## config.mk

```make
export PLATFORM = sky130hd
export DESIGN_NAME = smhp_host_port
export DESIGN_NICKNAME = d
export VERILOG_FILES = /design/src/logic/smhp_pkg.sv /design/src/logic/smhp_counter.sv /design/src/logic/smhp_host_port.sv
export SDC_FILE = /design/constraint.sdc
export NUM_CORES = 1
export LEC_CHECK = 0
export ABC_AREA = 1
export BUFFER_PORTS_ARGS = -buffer_cell sky130_fd_sc_hd__clkbuf_2
export CAP_MARGIN = 40
export CORE_MARGIN = 4
export CORE_UTILIZATION = 30
export DETAILED_ROUTE_END_ITERATION = 8
export PLACE_DENSITY_LB_ADDON = 0.05
export SLEW_MARGIN = 10
export SYNTH_ARGS = -nofsm -noshare
export SYNTH_HDL_FRONTEND = slang
export SYNTH_HIERARCHICAL = 1
export SYNTH_SLANG_ARGS = --single-unit
```

## constraint.sdc

```tcl
create_clock -name CLK_IN -period 5.78 [get_ports CLK_IN]
set_input_delay 0.867 -clock CLK_IN [delete_from_list [all_inputs] [get_ports CLK_IN]]
set_output_delay 0.867 -clock CLK_IN [all_outputs]
set_load 0.02 [all_outputs]
```

## src/logic/smhp_pkg.sv

```systemverilog
/*
  Shared constants and types for the serial module host port.
  Assumes a single 40 MHz clock and a host that keeps its own write spacing.
*/
package smhp_pkg;

  // ----------------------------------------------------------------
  // Clock and host spacing
  // ----------------------------------------------------------------
  localparam int CLK_HZ             = 40000000;
  localparam int CLK_PERIOD_PS      = 1000000000 / (CLK_HZ / 1000);
  // Least spacing of control writes the host keeps, in ns
  localparam int T_CTRL_INIT_NS     = 1920;
  localparam int T_CTRL_ASYNC_NS    = 2560;
  localparam int T_CTRL_SYNC_NS     = 5120;
  localparam int CYC_CTRL_INIT      = (T_CTRL_INIT_NS * 1000 + CLK_PERIOD_PS - 1) / CLK_PERIOD_PS;
  localparam int CYC_CTRL_ASYNC     = (T_CTRL_ASYNC_NS * 1000 + CLK_PERIOD_PS - 1) / CLK_PERIOD_PS;
  localparam int CYC_CTRL_SYNC      = (T_CTRL_SYNC_NS * 1000 + CLK_PERIOD_PS - 1) / CLK_PERIOD_PS;

  // ----------------------------------------------------------------
  // Widths and prescaler
  // ----------------------------------------------------------------
  localparam int DATA_W             = 8;
  localparam int COUNT_W            = 16;
  localparam int PRESCALE_W         = 4;
  localparam logic [3:0] PRESCALE_STEP = 4'h1;
  localparam logic [3:0] PRESCALE_LAST = 4'hf;
  localparam int NUM_COUNTERS       = 3;

  // ----------------------------------------------------------------
  // Interrupt source jumpers
  // ----------------------------------------------------------------
  localparam logic [1:0] IRQ_SRC_OUT0  = 2'h0;
  localparam logic [1:0] IRQ_SRC_OUT1  = 2'h1;
  localparam logic [1:0] IRQ_SRC_TRANSMIT_READY_FLAG = 2'h2;

  // ----------------------------------------------------------------
  // Timer addressing and control word fields
  // ----------------------------------------------------------------
  localparam logic [1:0] TMR_ADDR_CTRL = 2'h3;
  localparam int CW_SEL_HI          = 7;
  localparam int CW_SEL_LO          = 6;
  localparam int CW_RW_HI           = 5;
  localparam int CW_RW_LO           = 4;
  localparam logic [1:0] RW_LATCH   = 2'h0;
  localparam logic [1:0] RW_LSB     = 2'h1;
  localparam logic [1:0] RW_MSB     = 2'h2;
  localparam logic [1:0] RW_BOTH    = 2'h3;
  localparam logic [5:0] CW_RESET   = 6'h36;
  localparam logic [15:0] COUNT_ONE = 16'h0001;

  // ----------------------------------------------------------------
  // Serial controller words
  // ----------------------------------------------------------------
  localparam int MODE_BAUD_HI       = 1;
  localparam int MODE_BAUD_LO       = 0;
  localparam logic [1:0] MODE_SYNC  = 2'h0;
  localparam int CMD_TX_EN          = 0;
  localparam int CMD_RX_EN          = 2;
  localparam int CMD_INT_RESET      = 6;
  localparam int ST_TRANSMIT_READY_FLAG           = 0;
  localparam int ST_RXRDY           = 1;
  localparam int ST_TXEMPTY         = 2;

  typedef enum logic [2:0] {
    ST_EXPECT_MODE = 3'b001,
    ST_EXPECT_CMD  = 3'b010,
    ST_RUNNING     = 3'b100
  } smhp_ser_state_t;

endpackage

```

## src/logic/smhp_counter.sv

```systemverilog
/*
  One timer counter: control word, load value, read back, square-wave output.
  Assumes tick_in is a one-cycle pulse of the counter's input clock.
*/
`timescale 1ns/1ps
module smhp_counter
  import smhp_pkg::*;
(
  input  wire logic                clk_in,
  input  wire logic                rst_in,
  input  wire logic                ce_in,
  input  wire logic                tick_in,
  input  wire logic                cw_wr_in,
  input  wire logic [5:0]          cw_in,
  input  wire logic                data_wr_in,
  input  wire logic [DATA_W-1:0]   data_in,
  input  wire logic                rd_in,
  output logic      [DATA_W-1:0]   read_byte_out,
  output logic                     out_out
);

  // ----------------------------------------------------------------
  // State
  // ----------------------------------------------------------------
  logic [1:0]         rw_reg;
  logic [COUNT_W-1:0] reload_reg;
  logic [COUNT_W-1:0] count_reg;
  logic [COUNT_W-1:0] latch_reg;
  logic               latched_reg;
  logic               wr_hi_reg;
  logic               rd_hi_reg;
  logic               armed_reg;
  logic               out_reg;
  logic [COUNT_W-1:0] new_value;
  logic               load_done;
  logic [COUNT_W-1:0] shown;

  always_comb begin
    new_value = reload_reg;
    load_done = 1'b0;
    case (rw_reg)
      RW_LSB: begin
        new_value = {8'h00, data_in};
        load_done = data_wr_in;
      end
      RW_MSB: begin
        new_value = {data_in, 8'h00};
        load_done = data_wr_in;
      end
      default: begin
        new_value = wr_hi_reg ? {data_in, reload_reg[7:0]} : {reload_reg[15:8], data_in};
        load_done = data_wr_in & wr_hi_reg;
      end
    endcase
  end

  // ----------------------------------------------------------------
  // Host side: mode and load value
  // ----------------------------------------------------------------
  always_ff @(posedge clk_in) begin
    if (rst_in) begin
      rw_reg     <= CW_RESET[5:4];
      reload_reg <= '0;
      wr_hi_reg  <= 1'b0;
    end else if (ce_in) begin
      if (cw_wr_in && cw_in[5:4] != RW_LATCH) begin
        rw_reg    <= cw_in[5:4];
        wr_hi_reg <= 1'b0;
      end else if (data_wr_in) begin
        reload_reg <= new_value;
        if (rw_reg == RW_BOTH)
          wr_hi_reg <= ~wr_hi_reg;
      end
    end
  end

  // ----------------------------------------------------------------
  // Counting runs on ticks alone, never on the select
  // ----------------------------------------------------------------
  always_ff @(posedge clk_in) begin
    if (rst_in) begin
      count_reg <= '0;
      armed_reg <= 1'b0;
      out_reg   <= 1'b1;
    end else if (ce_in) begin
      if (cw_wr_in && cw_in[5:4] != RW_LATCH) begin
        armed_reg <= 1'b0;
        out_reg   <= 1'b1;
      end else if (load_done) begin
        count_reg <= new_value;
        armed_reg <= 1'b1;
      end else if (tick_in && armed_reg) begin
        if (count_reg == COUNT_ONE) begin
          count_reg <= reload_reg;
          out_reg   <= ~out_reg;
        end else begin
          count_reg <= count_reg - COUNT_ONE;
        end
      end
    end
  end

  // ----------------------------------------------------------------
  // Read back, with latch so a two-byte read is coherent
  // ----------------------------------------------------------------
  always_ff @(posedge clk_in) begin
    if (rst_in) begin
      latch_reg   <= '0;
      latched_reg <= 1'b0;
      rd_hi_reg   <= 1'b0;
    end else if (ce_in) begin
      if (cw_wr_in && cw_in[5:4] == RW_LATCH && !latched_reg) begin
        latch_reg   <= count_reg;
        latched_reg <= 1'b1;
      end else if (cw_wr_in) begin
        rd_hi_reg <= 1'b0;
      end else if (rd_in) begin
        if (rw_reg == RW_BOTH)
          rd_hi_reg <= ~rd_hi_reg;
        if (rw_reg != RW_BOTH || rd_hi_reg)
          latched_reg <= 1'b0;
      end
    end
  end

  assign shown         = latched_reg ? latch_reg : count_reg;
  assign read_byte_out = (rw_reg == RW_MSB || (rw_reg == RW_BOTH && rd_hi_reg)) ?
                         shown[15:8] : shown[7:0];
  assign out_out       = out_reg;

  // ----------------------------------------------------------------
  // Checks
  // ----------------------------------------------------------------
  property p_count_down;
    @(posedge clk_in) disable iff (rst_in)
    ce_in && tick_in && armed_reg && !cw_wr_in && !data_wr_in && count_reg != COUNT_ONE
      |=> count_reg == $past(count_reg) - COUNT_ONE;
  endproperty
  a_count_down: assert property (p_count_down) else $error("Counter did not step");

  property p_load;
    @(posedge clk_in) disable iff (rst_in)
    ce_in && !cw_wr_in && data_wr_in && rw_reg == RW_LSB
      |=> count_reg == {8'h00, $past(data_in)} && armed_reg;
  endproperty
  a_load: assert property (p_load) else $error("Load value not taken");

endmodule // smhp_counter

```

## src/logic/smhp_host_port.sv

```systemverilog
/*
  Host port of the serial module: strobe decode, serial controller registers,
  timer counters, clock prescaler, interrupt jumpers and option lines.
  Assumes host pins are synchronous to CLK_IN and a serializer outside.
*/
//
// Overview of operation
// - Reset idles serial controller until new words
// - Low address bit picks register
// - Both address bits pick counter or control
// - Serial read returns received data or status
// - Timer read returns addressed counter value
// - Serial write takes data or control word
// - Timer write takes mode or load value
// - Deselected serial controller floats, ignores strobes
// - Timer select gates access, counters keep running
// - Eight active-high bidirectional data lines
// - Interrupt lines jumpered to timer or ready
// - Four-bit counter divides base clock
// - Serial clock follows timer programming
// - Option lines are configurable general purpose
`timescale 1ns/1ps
module smhp_host_port (
  input  wire logic                        CLK_IN,
  input  wire logic                        RST_IN,
  input  wire logic                        CE_IN,
  input  wire logic                        BASE_TICK_IN,
  input  wire logic                        ADDR_BIT_LO_IN,
  input  wire logic                        ADDR_BIT_HI_IN,
  input  wire logic                        SERIAL_SELECT_N_IN,
  input  wire logic                        TIMER_SELECT_N_IN,
  input  wire logic                        RD_N_IN,
  input  wire logic                        WR_N_IN,
  input  wire logic [smhp_pkg::DATA_W-1:0] HOST_DATA_BUS_IN,
  output logic      [smhp_pkg::DATA_W-1:0] HOST_DATA_BUS_OUT,
  output logic                             HOST_DATA_BUS_OE_OUT,
  input  wire logic [1:0]                  IRQ_A_SOURCE_IN,
  input  wire logic [1:0]                  IRQ_B_SOURCE_IN,
  output logic                             IRQ_LINE_A_OUT,
  output logic                             IRQ_LINE_B_OUT,
  input  wire logic                        TX_DONE_IN,
  input  wire logic                        RX_VALID_IN,
  input  wire logic [smhp_pkg::DATA_W-1:0] RX_DATA_IN,
  output logic      [smhp_pkg::DATA_W-1:0] TX_DATA_OUT,
  output logic                             TX_LOAD_OUT,
  output logic                             TX_ENABLE_OUT,
  output logic                             RX_ENABLE_OUT,
  output logic                             SYNC_MODE_OUT,
  output logic                             TRANSMIT_READY_FLAG_OUT,
  output logic                             SERIAL_CLK_OUT,
  input  wire logic [1:0]                  OPTION_DIR_IN,
  input  wire logic [1:0]                  OPTION_DRIVE_IN,
  input  wire logic                        OPTION_LINE_A_IN,
  input  wire logic                        OPTION_LINE_B_IN,
  output logic                             OPTION_LINE_A_OUT,
  output logic                             OPTION_LINE_B_OUT,
  output logic                             OPTION_LINE_A_OE_OUT,
  output logic                             OPTION_LINE_B_OE_OUT,
  output logic      [1:0]                  OPTION_SAMPLE_OUT
);
  import smhp_pkg::*;

  // ----------------------------------------------------------------
  // Strobe decode
  // ----------------------------------------------------------------
  logic               rd_n_d_reg;
  logic               wr_n_d_reg;
  logic               one_sel;
  logic               ser_rd;
  logic               ser_wr;
  logic               tmr_rd;
  logic               tmr_wr;
  logic [1:0]         tmr_addr;

  // Both selects at once is a host fault; the access is dropped
  assign one_sel  = SERIAL_SELECT_N_IN ^ TIMER_SELECT_N_IN;
  assign ser_rd   = CE_IN & ~RD_N_IN & rd_n_d_reg & ~SERIAL_SELECT_N_IN & one_sel;
  assign ser_wr   = CE_IN & ~WR_N_IN & wr_n_d_reg & ~SERIAL_SELECT_N_IN & one_sel;
  assign tmr_rd   = CE_IN & ~RD_N_IN & rd_n_d_reg & ~TIMER_SELECT_N_IN & one_sel;
  assign tmr_wr   = CE_IN & ~WR_N_IN & wr_n_d_reg & ~TIMER_SELECT_N_IN & one_sel;
  assign tmr_addr = {ADDR_BIT_HI_IN, ADDR_BIT_LO_IN};

  always_ff @(posedge CLK_IN) begin
    if (RST_IN) begin
      rd_n_d_reg <= 1'b1;
      wr_n_d_reg <= 1'b1;
    end else if (CE_IN) begin
      rd_n_d_reg <= RD_N_IN;
      wr_n_d_reg <= WR_N_IN;
    end
  end

  // ----------------------------------------------------------------
  // Clock prescaler
  // ----------------------------------------------------------------
  logic [PRESCALE_W-1:0] pre_cnt_reg;
  logic                  tick_fast;
  logic                  tick_slow;

  always_ff @(posedge CLK_IN) begin
    if (RST_IN)
      pre_cnt_reg <= '0;
    else if (CE_IN && BASE_TICK_IN)
      pre_cnt_reg <= pre_cnt_reg + PRESCALE_STEP;
  end

  // Divide by 2 and by 16 of the base clock
  assign tick_fast = BASE_TICK_IN & pre_cnt_reg[0];
  assign tick_slow = BASE_TICK_IN & (pre_cnt_reg == PRESCALE_LAST);

  // ----------------------------------------------------------------
  // Timer counters
  // ----------------------------------------------------------------
  logic [NUM_COUNTERS-1:0] tmr_out;
  logic [DATA_W-1:0]       tmr_byte [NUM_COUNTERS];
  logic [NUM_COUNTERS-1:0] cnt_tick;

  // Counter 2 feeds the serial clock, so it runs on the fast tick
  assign cnt_tick = {tick_fast, tick_slow, tick_fast};

  genvar gi;
  generate
    for (gi = 0; gi < NUM_COUNTERS; gi++) begin : g_cnt
      smhp_counter u_cnt (
        .clk_in        (CLK_IN),
        .rst_in        (RST_IN),
        .ce_in         (CE_IN),
        .tick_in       (cnt_tick[gi]),
        .cw_wr_in      (tmr_wr && tmr_addr == TMR_ADDR_CTRL &&
                        HOST_DATA_BUS_IN[CW_SEL_HI:CW_SEL_LO] == 2'(gi)),
        .cw_in         (HOST_DATA_BUS_IN[5:0]),
        .data_wr_in    (tmr_wr && tmr_addr == 2'(gi)),
        .data_in       (HOST_DATA_BUS_IN),
        .rd_in         (tmr_rd && tmr_addr == 2'(gi)),
        .read_byte_out (tmr_byte[gi]),
        .out_out       (tmr_out[gi])
      );
    end
  endgenerate

  assign SERIAL_CLK_OUT = tmr_out[2];

  // ----------------------------------------------------------------
  // Serial controller registers
  // ----------------------------------------------------------------
  smhp_ser_state_t state_reg;
  logic            tx_full_reg;
  logic            rx_ready_reg;
  logic [DATA_W-1:0] rx_data_reg;
  logic [DATA_W-1:0] status_vec;
  logic            ser_ctrl_wr;
  logic            ser_data_wr;

  assign ser_ctrl_wr = ser_wr & ADDR_BIT_LO_IN;
  assign ser_data_wr = ser_wr & ~ADDR_BIT_LO_IN;

  always_ff @(posedge CLK_IN) begin
    if (RST_IN) begin
      state_reg     <= ST_EXPECT_MODE;
      SYNC_MODE_OUT <= 1'b0;
      TX_ENABLE_OUT <= 1'b0;
      RX_ENABLE_OUT <= 1'b0;
    end else if (ser_ctrl_wr) begin
      case (state_reg)
        ST_EXPECT_MODE: begin
          SYNC_MODE_OUT <= HOST_DATA_BUS_IN[MODE_BAUD_HI:MODE_BAUD_LO] == MODE_SYNC;
          state_reg     <= ST_EXPECT_CMD;
        end
        default: begin
          if (HOST_DATA_BUS_IN[CMD_INT_RESET]) begin
            state_reg     <= ST_EXPECT_MODE;
            TX_ENABLE_OUT <= 1'b0;
            RX_ENABLE_OUT <= 1'b0;
          end else begin
            state_reg     <= ST_RUNNING;
            TX_ENABLE_OUT <= HOST_DATA_BUS_IN[CMD_TX_EN];
            RX_ENABLE_OUT <= HOST_DATA_BUS_IN[CMD_RX_EN];
          end
        end
      endcase
    end
  end

  // Transmit holding byte; a write in the done cycle stays full
  always_ff @(posedge CLK_IN) begin
    if (RST_IN) begin
      tx_full_reg <= 1'b0;
      TX_LOAD_OUT <= 1'b0;
      TX_DATA_OUT <= '0;
    end else if (CE_IN) begin
      TX_LOAD_OUT <= 1'b0;
      if (ser_data_wr && state_reg == ST_RUNNING) begin
        TX_DATA_OUT <= HOST_DATA_BUS_IN;
        TX_LOAD_OUT <= 1'b1;
        tx_full_reg <= 1'b1;
      end else if (TX_DONE_IN) begin
        tx_full_reg <= 1'b0;
      end
    end
  end

  // Receive flag: new byte wins over the clearing read
  always_ff @(posedge CLK_IN) begin
    if (RST_IN) begin
      rx_ready_reg <= 1'b0;
      rx_data_reg  <= '0;
    end else if (CE_IN) begin
      if (RX_VALID_IN && RX_ENABLE_OUT) begin
        rx_ready_reg <= 1'b1;
        rx_data_reg  <= RX_DATA_IN;
      end else if (ser_rd && !ADDR_BIT_LO_IN) begin
        rx_ready_reg <= 1'b0;
      end
    end
  end

  assign TRANSMIT_READY_FLAG_OUT = TX_ENABLE_OUT & ~tx_full_reg & (state_reg == ST_RUNNING);
  assign status_vec = {5'h00, ~tx_full_reg, rx_ready_reg, TRANSMIT_READY_FLAG_OUT};

  // ----------------------------------------------------------------
  // Read data and bus drive
  // ----------------------------------------------------------------
  logic hold_ser_reg;
  logic hold_tmr_reg;

  always_ff @(posedge CLK_IN) begin
    if (RST_IN) begin
      HOST_DATA_BUS_OUT <= '0;
    end else if (ser_rd) begin
      HOST_DATA_BUS_OUT <= ADDR_BIT_LO_IN ? status_vec : rx_data_reg;
    end else if (tmr_rd) begin
      HOST_DATA_BUS_OUT <= (tmr_addr == TMR_ADDR_CTRL) ? 8'h00 : tmr_byte[tmr_addr];
    end
  end

  always_ff @(posedge CLK_IN) begin
    if (RST_IN) begin
      hold_ser_reg <= 1'b0;
      hold_tmr_reg <= 1'b0;
    end else if (CE_IN) begin
      hold_ser_reg <= ser_rd | (hold_ser_reg & ~RD_N_IN);
      hold_tmr_reg <= tmr_rd | (hold_tmr_reg & ~RD_N_IN);
    end
  end

  // Drive only while the strobe and the captured select still hold
  assign HOST_DATA_BUS_OE_OUT = ~RD_N_IN & ~RST_IN &
         ((hold_ser_reg & ~SERIAL_SELECT_N_IN) | (hold_tmr_reg & ~TIMER_SELECT_N_IN));

  // ----------------------------------------------------------------
  // Interrupt jumpers and option lines
  // ----------------------------------------------------------------
  function automatic logic irq_pick(input logic [1:0] src, input logic o0,
                                    input logic o1, input logic rdy);
    irq_pick = (src == IRQ_SRC_OUT0) ? o0 : (src == IRQ_SRC_OUT1) ? o1 :
               (src == IRQ_SRC_TRANSMIT_READY_FLAG) ? rdy : 1'b0;
  endfunction

  assign IRQ_LINE_A_OUT = irq_pick(IRQ_A_SOURCE_IN, tmr_out[0], tmr_out[1],
                                   TRANSMIT_READY_FLAG_OUT);
  assign IRQ_LINE_B_OUT = irq_pick(IRQ_B_SOURCE_IN, tmr_out[0], tmr_out[1],
                                   TRANSMIT_READY_FLAG_OUT);

  always_ff @(posedge CLK_IN) begin
    if (RST_IN) begin
      OPTION_SAMPLE_OUT <= '0;
      OPTION_LINE_A_OUT <= 1'b0;
      OPTION_LINE_B_OUT <= 1'b0;
    end else if (CE_IN) begin
      OPTION_SAMPLE_OUT <= {OPTION_LINE_B_IN, OPTION_LINE_A_IN};
      OPTION_LINE_A_OUT <= OPTION_DRIVE_IN[0];
      OPTION_LINE_B_OUT <= OPTION_DRIVE_IN[1];
    end
  end

  assign OPTION_LINE_A_OE_OUT = OPTION_DIR_IN[0] & ~RST_IN;
  assign OPTION_LINE_B_OE_OUT = OPTION_DIR_IN[1] & ~RST_IN;

  // ----------------------------------------------------------------
  // Checks
  // ----------------------------------------------------------------
  property p_reset_idle;
    @(posedge CLK_IN) RST_IN |=> state_reg == ST_EXPECT_MODE && !TX_ENABLE_OUT;
  endproperty
  a_reset_idle: assert property (p_reset_idle) else $error("No idle after reset");

  property p_idle_stays;
    @(posedge CLK_IN) disable iff (RST_IN)
    state_reg == ST_EXPECT_MODE && !ser_ctrl_wr |=> state_reg == ST_EXPECT_MODE;
  endproperty
  a_idle_stays: assert property (p_idle_stays) else $error("Left idle without words");

  property p_float;
    @(posedge CLK_IN) disable iff (RST_IN)
    SERIAL_SELECT_N_IN && TIMER_SELECT_N_IN |-> !HOST_DATA_BUS_OE_OUT;
  endproperty
  a_float: assert property (p_float) else $error("Bus driven while deselected");

  property p_ignore;
    @(posedge CLK_IN) disable iff (RST_IN)
    SERIAL_SELECT_N_IN && state_reg == ST_RUNNING |=> !TX_LOAD_OUT && state_reg == ST_RUNNING;
  endproperty
  a_ignore: assert property (p_ignore) else $error("Strobe acted while deselected");

  property p_status_read;
    @(posedge CLK_IN) disable iff (RST_IN)
    ser_rd && ADDR_BIT_LO_IN |=> HOST_DATA_BUS_OUT == $past(status_vec);
  endproperty
  a_status_read: assert property (p_status_read) else $error("Status not returned");

  property p_tx_load;
    @(posedge CLK_IN) disable iff (RST_IN)
    ser_data_wr && state_reg == ST_RUNNING
      |=> TX_LOAD_OUT && TX_DATA_OUT == $past(HOST_DATA_BUS_IN) ##1 !TX_LOAD_OUT;
  endproperty
  a_tx_load: assert property (p_tx_load) else $error("Transmit byte not taken");

  property p_irq_ready;
    @(posedge CLK_IN) disable iff (RST_IN)
    IRQ_A_SOURCE_IN == IRQ_SRC_TRANSMIT_READY_FLAG |-> IRQ_LINE_A_OUT == TRANSMIT_READY_FLAG_OUT;
  endproperty
  a_irq_ready: assert property (p_irq_ready) else $error("Interrupt source wrong");

  property p_prescale;
    @(posedge CLK_IN) disable iff (RST_IN)
    CE_IN && BASE_TICK_IN |=> pre_cnt_reg == $past(pre_cnt_reg) + PRESCALE_STEP;
  endproperty
  a_prescale: assert property (p_prescale) else $error("Prescaler did not step");

endmodule // smhp_host_port

```

# ---- After elaboration in Yosys (flattened, before gate mapping)
# Index checks and enable logic that the tools add are counted.
dict set report op_classes {
  addsub 4
  bitwise 57
  muxes 94
  order_cmp 1
  n_eq_ne 33
  n_reduce_logical 115
}
# operator count
set ops {}
lappend ops {{16-bit 2-to-1 mux} 15}
lappend ops {{16-bit one-hot mux with 2 select lines} 3}
lappend ops {{8-bit 2-to-1 mux} 9}
lappend ops {{2-bit nonzero test} 34}
lappend ops {{1-bit 2-to-1 mux} 64}
lappend ops {{16-bit by 1-bit == test with 1-bit output, second input constant} 3}
lappend ops {{16-bit by 1-bit subtractor with 16-bit output, second input constant} 3}
lappend ops {{4-bit AND reduction} 9}
lappend ops {{2-bit AND reduction} 15}
lappend ops {{1-bit AND} 29}
lappend ops {{1-bit logical AND} 29}
lappend ops {{3-bit AND reduction} 9}
lappend ops {{1-bit NOT} 23}
lappend ops {{2-bit == test, second input constant} 11}
lappend ops {{2-bit inequality test, second input constant} 9}
lappend ops {{8-bit binary-select mux with 2-bit select} 1}
lappend ops {{2-bit by 1-bit == test with 1-bit output, second input constant} 7}
lappend ops {{2-bit logical NOT} 6}
lappend ops {{1-bit logical OR} 6}
lappend ops {{3-bit 2-to-1 mux} 2}
lappend ops {{2-bit OR reduction} 3}
lappend ops {{4-bit by 1-bit adder with 4-bit output, second input constant} 1}
lappend ops {{4-bit == test, second input constant} 1}
lappend ops {{1-bit logical NOT} 4}
lappend ops {{other kinds (6)} 8}
dict set report word_totals {
  out_inout_bits 31
  elab_cells 349
  register_bits 210
}

# ---- Longest topological paths before layout
# Gate-level depths: netlist of the first run.
dict set report logic_depth {
  ltp_word 11
  ltp_mapped 14
  ltp_nobuf 13
}

# ---- Modules after synthesis
# Netlist of the first run, hierarchy kept.
# module area_per_inst_um2 n_inst seq_area_each_um2 cells_per_inst
set modules_own_cells {}
lappend modules_own_cells {{smhp_counter at g_cnt[0].u_cnt ...} 3314.4 2 1101.1 513}
lappend modules_own_cells {{smhp_counter at g_cnt[2].u_cnt} 3311.9 1 1101.1 507}
lappend modules_own_cells {smhp_host_port 2303.5 1 900.9 344}

# ---- Least setup slack after synthesis of the first run
# OpenSTA, ideal clock, no wires.
dict set report synth_path {
  path_kind {input port to output port}
  startpoint {input RST_IN}
  endpoint {output HOST_DATA_BUS_OE_OUT}
  t_required_ps 4913
  arrival_time_ps 1745
  path_stages 3
  setup_slack_ps 3168
  cell_sequence {buf_2 buf_1 a211oi_1}
}
dict set report synth_via {
  elab_chain_len 3
}
# element line_no
set synth_lines {}
lappend synth_lines {{start: declaration} smhp_host_port.sv:25} ;# input wire logic RST_IN,
lappend synth_lines {{1-bit NOT} smhp_host_port.sv:247} ;# assign HOST_DATA_BUS_OE_OUT = ~RD_N_IN & ~RST_IN &
lappend synth_lines {{1-bit AND (2 in series)} smhp_host_port.sv:247}
lappend synth_lines {{end: declaration} smhp_host_port.sv:36} ;# output logic HOST_DATA_BUS_OE_OUT,
# Every way passes these cells.

# ---- Worst setup path after layout of the first run
dict set report layout_path {
  startpoint {register state_reg[0]}
  endpoint {output IRQ_LINE_B_OUT}
}
dict set report layout_via {
  elab_chain_len 5
}
# element line_no
set layout_lines {}
lappend layout_lines {{start: declaration} smhp_host_port.sv:146} ;# smhp_ser_state_t state_reg;
lappend layout_lines {{start signal: assignment} smhp_host_port.sv:159} ;# state_reg <= ST_EXPECT_MODE;
lappend layout_lines {{start signal: assignment} smhp_host_port.sv:167} ;# state_reg <= ST_EXPECT_CMD;
lappend layout_lines {{start signal: assignment} smhp_host_port.sv:171} ;# state_reg <= ST_EXPECT_MODE;
lappend layout_lines {{3-bit == test} smhp_host_port.sv:217} ;# assign TRANSMIT_READY_FLAG_OUT = TX_ENABLE_OUT & ~tx_full_reg & (state_reg == ST_RUNNING);
lappend layout_lines {{1-bit AND} smhp_host_port.sv:217}
lappend layout_lines {{1-bit 2-to-1 mux} smhp_host_port.sv:256} ;# (src == IRQ_SRC_TRANSMIT_READY_FLAG) ? rdy : 1'b0;
lappend layout_lines {{1-bit 2-to-1 mux (2 in series)} smhp_host_port.sv:255} ;# irq_pick = (src == IRQ_SRC_OUT0) ? o0 : (src == IRQ_SRC_OUT1) ? o1 :
lappend layout_lines {{end: declaration} smhp_host_port.sv:40} ;# output logic IRQ_LINE_B_OUT,
# Every way passes these cells.

==> flow_summary.ini, run 1 <==
[outcome]
status = completed

[timing]
grt_setup_unrepaired = no
skew_ps = 11.88
worst_slew_pin_slew_ps = 729.9
fmax_mhz = 293.7
whs_ps = 449.1
min_period_ps = 3405
finalHoldViolCount = 0
fin_crit_sh_pct = 58.90
tns_ps = 0
finalSetupViolCount = 0
slew_viol_final = 0
final.setup.worst_slack_ps = 2376
slew_headroom_pct = 51.15

[global_routing]
grt_pass1_wl_mm = 68.93
grt_pass1_vias = 11590
grt_max_degree = 52
antenna_found_initial = 0
grt_overflow = 0
grt_usage_pct = 19.47

[final_layout]
diodes = 0
final_util_pct = 34.94
drive_gt1_share_pct = 10.54
fin_nets = 1970
area_growth_pct = 14.16

[worst_setup_path]
r2r_start = g_cnt[0].u_cnt/rw_reg[0]
endpoint_kind = primary output
cp-start-kind = flip-flop
ff2ff_setup_slack_ps = 2830
r2r_end = g_cnt[0].u_cnt/count_reg[15]
cp_max_fo = 4
worstSetupPathType = reg2out
crit_required_ps = 4910
r2r_cells = 9
crit_arrival_ps = 2540

[power_and_ir_drop]
p_sw_mw = 0.8175
share_seq_of_total_power_pct = 43.7
ir_drop_v = 0.0002379
p_int_mw = 2.535
swShare_pct = 24.39
p_comb_share_pct = 5.1
clkPwrFrac_pct = 51.2
p_per_area_nw_per_um2 = 239.8
cellLeakagePower_nw = 6.117

[clock_network]
cts.sinks = 210
insertion_delay_ps = 560
htreeDepth = 1
post_cts_buffers = 0
cts_resized = 0
clock_path_buffers = 3
cts_buffers = 28
hold_buffers = 0
cts_tree = yes
root_buffer = clkbuf_16
clkSlewWorstSetupHoldPaths_ps = 60

[die]
coreArea_um2 = 40010
initial_core_util_pct = 30.61
die-area_um2 = 44110
num_io_pins = 69
dieHeight_um = 210.0
row_count = 73
fp.dieW_um = 210.0

[yosys]
ys_warn_count = 6
synth_seq_area_share_pct = 34.33
synth.distinct_cells = 47
synth_edf_count = 0
syn_area_um2 = 12240
synth_nets = 1931
ys_ff_latch = 210
syn_inst = 1877
avgSynthCellArea_um2 = 6.523
async_flop_share_pct = 0
synth_top_flop_cell = dfxtp_1

[route]
drcViolationCount = 0
first_pass_iters = 5
drt_iter0_markers = 755
vias_per_cell = 4.893
wl_mm = 43.56
wl_per_cell_um = 17.70
detail-route-antenna-nets = 0
vias = 12040

[min_path]
hold_depth = 2
hold_path.class = reg2reg
holdPathEnd = rx_data_reg[2]
hp-start = rx_data_reg[2]

[placement]
dp_hpwl_mm = 31.15
port_buffers = 68
place_ws_ps = 2200
gp_congestion = 0.8295

[flow_run]
drv_cap = 0
==> through the flow <==
stage          cell area [µm²]  total power, mW  instances
2_1_floorplan            12240            1.583       1877
3_5_place_dp             13080            1.668       2411
6_report                 13980            3.352       2461
4_1_cts                  13980            3.419       2461
3_3_place_gp             12880            1.661       2397
5_1_grt                  13980            3.489       2461
==> routing by layer <==
layer	GRT usage, %	routed length (µm)	vias up
li1	-	-	6260
met4	3.690	801	0
met2	31.08	19350	185
met5	0	0	-
met1	28.39	21890	5553
met3	2.664	1512	44
==> worst max-delay path: stages (launching register included) <==
cell      delay, ps
dfxtp_1         320
nor2_1          170
nand3_1         490
o31ai_1         510
buf_2           270
clkbuf_2        200
==> synth_stat cells (8+ instances only) <==
cell / number / share of area, %
dfxtp_1: 210 / 34
a32oi_1: 12 / 0.86
o21ai_0: 176 / 7.2
ha_1: 16 / 1.6
a211oi_1: 9 / 0.55
nand2_1: 395 / 12
inv_1: 247 / 7.6
clkbuf_1: 40 / 1.2
nor3_1: 16 / 0.65
o22ai_1: 8 / 0.41
nor2_2: 20 / 1.0
nand3_1: 193 / 7.9
nor2_1: 162 / 5.0
buf_6: 8 / 0.74
o211ai_1: 41 / 2.5
buf_2: 22 / 0.90
nand2_2: 9 / 0.46
a21oi_1: 186 / 7.6
==> area by class of cell <==
| cell class | count | area (µm²) |
|---|---|---|
| Timing Repair Buffer | 88 | 588.1 |
| Sequential cell | 210 | 4204 |
| Multi-Input combinational cell | 1331 | 6663 |
| Tap cell | 525 | 656.9 |
| Fill cell | 4454 | 26030 |
| Clock inverter | 6 | 55.05 |
| Inverter | 257 | 969.7 |
| Clock buffer | 44 | 842.1 |
==> cell families after synthesis <==
group / count (synthesis) / share of synthesized area, %
xor gates and xnor gates: 9 / 0.6438
and+or+nand+nor: 838 / 30.41
AOI/OAI and AO/OA: 468 / 21.72
buffers and inverters: 336 / 11.25
DFF: 210 / 34.33
adders and majority gates: 16 / 1.635
==> cell usage in the layout, fill, tap and decap left out, types with 9 or more instances in the layout <==
cell and instances:
nor3_1 16, o21ai_0 176, clkbuf_1 9, clkbuf_2 67, o211ai_1 41, nand2_1 395
nor2_1 162, a32oi_1 12, a21oi_1 186, inv_1 247, dfxtp_1 210, nor2_2 20
ha_1 16, buf_4 9, nand2_2 9, nand3_1 193, clkbuf_16 29, a211oi_1 9
==> power groups by stage <==
stage	registers, mW	clock network [mW]	logic, mW
CTS	1.46	1.78	0.175
floorplan	1.50	0	0.0843
finish	1.46	1.72	0.172
detailed placement	1.49	0	0.174
global placement	1.49	0	0.166
global route	1.46	1.84	0.191
==> how the worst max path moves through the flow <==
| stage | start | to | cells past startpoint |
|---|---|---|---|
| 2_1_floorplan | RST_IN | HOST_DATA_BUS_OE_OUT | 3 |
| 3_3_place_gp | CE_IN | g_cnt[2].u_cnt/latch_reg[15] | 10 |
| 3_5_place_dp | CE_IN | g_cnt[0].u_cnt/count_reg[15] | 12 |
| 4_1_cts | state_reg[0] | IRQ_LINE_B_OUT | 5 |
| 5_1_grt | state_reg[0] | IRQ_LINE_B_OUT | 5 |
| 6_report | state_reg[0] | IRQ_LINE_B_OUT | 5 |
(Power assumes the default switching activity.)
==> run 2: changes to the inputs <==
- ABC_AREA: 1 -> 0
- clock period: 5.78 -> 3.22 ns (I/O delays scaled with it)
==> run 2 against run 1 <==
Compared with the run above:
- register-to-register slack got worse by 2400 ps
- critical path depth increased by 1
- via count fell by 11%
- power grew 91%
- clock power rose by 100%
- final area down 2.6%
- synthesized cell count decreased by 24%
- sequential power up 80%
- synthesized area decreased by 4.9%
- first-iteration DRC count shrank 15%
- sequential share of layout area increased by 0.80 points
==> flow_summary.ini, run 2 <==
[die]
die-area_um2 = 42020
initial_core_util_pct = 30.69
num_io_pins = 69
fp.dieW_um = 205.0
coreArea_um2 = 37930
row_count = 71
dieHeight_um = 205.0

[worst_setup_path]
worstPathCellList = or3b_1 -> nor3b_2 -> buf_4 -> nand3b_1 -> o21ai_0 -> clkbuf_2
slowest_stage = or3b_1
worst-path-buf-inv = 2
endpoint_kind = primary output
cp-start-kind = flip-flop
worstSetupPathType = reg2out
crit_family = simple AND/OR/NAND/NOR gates
crit_arrival_ps = 2290
cpPeakStageDelay_ps = 410
crit_required_ps = 2740
cp_max_fo = 4

[timing]
slew_viol_final = 0
finalSetupViolCount = 0
skew_ps = 13.80
min_period_ps = 2773
slew_headroom_pct = 46.41
finalHoldViolCount = 0
tns_ps = 0
worst_slew_pin_slew_ps = 803.9
fmax_mhz = 360.6
fin_crit_sh_pct = 86.12
grt_setup_unrepaired = no

[power_and_ir_drop]
clkPwrFrac_pct = 54.4
share_seq_of_total_power_pct = 41.0
p_int_mw = 4.943
p_sw_mw = 1.466
cellLeakagePower_nw = 5.038
ir_drop_v = 0.0003658
p_comb_share_pct = 4.6
p_per_area_nw_per_um2 = 470.7
swShare_pct = 22.87

[clock_network]
cts_tree = yes
htreeDepth = 1
clkSlewWorstSetupHoldPaths_ps = 60
cts.sinks = 210
root_buffer = clkbuf_16
cts_resized = 0
insertion_delay_ps = 550
post_cts_buffers = 0
cts_buffers = 28
hold_buffers = 0
clock_path_buffers = 3

[global_routing]
grt_pass1_wl_mm = 64.74
grt_usage_pct = 19.66
antenna_found_initial = 1
grt_overflow = 0
grt_pass1_vias = 10460
grt_max_degree = 93

[placement]
dp_hpwl_mm = 29.89
gp_congestion = 0.8363
port_buffers = 68
place_area_um2 = 12570
dp.cells = 1958

[yosys]
synth_nets = 1488
synthTopCellsByCount = nand2_1, dfxtp_1, nor2_1
syn_inst = 1434
yosysTopAreaCell = dfxtp_1
synth_top_flop_cell = dfxtp_1
avgSynthCellArea_um2 = 8.119
synth_seq_area_share_pct = 36.11
async_flop_share_pct = 0
ys_ff_latch = 210
ys_warn_count = 6
synth_most_common_cell = nand2_1
syn_area_um2 = 11640
ys_top_cells_by_area = dfxtp_1, nand2_1, a21oi_1
synth_edf_count = 0
synth_top_area_share_pct = 36.11
synth.distinct_cells = 76

[final_layout]
diodes = 0
drive_gt1_share_pct = 16.14
final_common_cell = nand2_1
final_cell_mix = nand2_1, dfxtp_1, nor2_1
design_area_um2 = 13620
fin_cells = 2010
area_growth_pct = 16.95
fin_nets = 1531

[outcome]
status = completed

[route]
wl_per_cell_um = 20.95
vias = 10770
first_pass_iters = 4
drt_iter0_markers = 638
drcViolationCount = 0
detail-route-antenna-nets = 0
wl_mm = 42.11
vias_per_cell = 5.359

[min_path]
hold_path.class = in2reg

[flow_run]
drv_cap = 0
## run 2: tightest hold or removal path: cells and delay by family
family	cells	cell delay, ps
AO/OA/AOI/OAI	1	50
buffers and inverters	1	80
AND/OR/NAND/NOR	1	50
## run 2: power by group through the flow
stage                     Clock [mW]  Combinational [mW]  Sequential, mW
after floorplan                    0               0.145            2.69
after global placement             0               0.300            2.68
after detailed placement           0               0.298            2.68
after CTS                       3.60               0.299            2.63
after global routing            3.67               0.321            2.63
final                           3.49               0.294            2.63
## run 2: logic make-up (layout without fill, tap and decap cells)
kind of cell,after synthesis,count (layout),synth area share [%]
buf+inv,144,209,5.545
fa+ha+maj,16,16,1.719
flops,210,210,36.11
compound gates,375,375,20.94
xor+xnor,18,18,1.354
mux,82,82,9.833
simple gates,589,589,24.50
## run 2: area by class of cell
cell class              instances  area [µm²]
clock buffers                  41       860.8
clock inverters                11       186.4
fillers                      3945       24320
inverters                      30       112.6
multi-input cells            1080        6798
flip-flops and latches        210        4204
well taps                     511       639.4
repair buffers                127       814.5
## run 2: worst paths after layout
kind | from | to | slack, ps | cells past startpoint
worst max-delay path | state_reg[2] | IRQ_LINE_A_OUT | 450 | 6
worst min-delay path | RX_DATA_IN[7] | rx_data_reg[7] | 160 | 3
worst max register to register | g_cnt[1].u_cnt/count_reg[1] | g_cnt[1].u_cnt/count_reg[13] | 460 | 8
worst min register to register | g_cnt[0].u_cnt/latch_reg[13] | g_cnt[0].u_cnt/latch_reg[13] | 450 | 2
## run 2: stage by stage
stage	power [mW]	worst slack, ps	utilization, %	hold slack [ps]
2_1_floorplan	2.833	242.2	-	431.8
3_3_place_gp	2.983	147.0	33.13	437.8
3_5_place_dp	2.982	193.0	33.13	445.1
4_1_cts	6.523	414.8	35.89	127.4
5_1_grt	6.622	194.1	35.89	160.3
6_report	6.409	446.8	35.89	162.3
## run 2: metal layers
metal / global-route usage, % / vias to the layer above / wire, µm
met3: 2.438 / 51 / 1818
met5: 0 / - / 0
li1: - / 5293 / -
met1: 28.52 / 5160 / 20510
met4: 4.163 / 0 / 869
met2: 31.47 / 268 / 18910
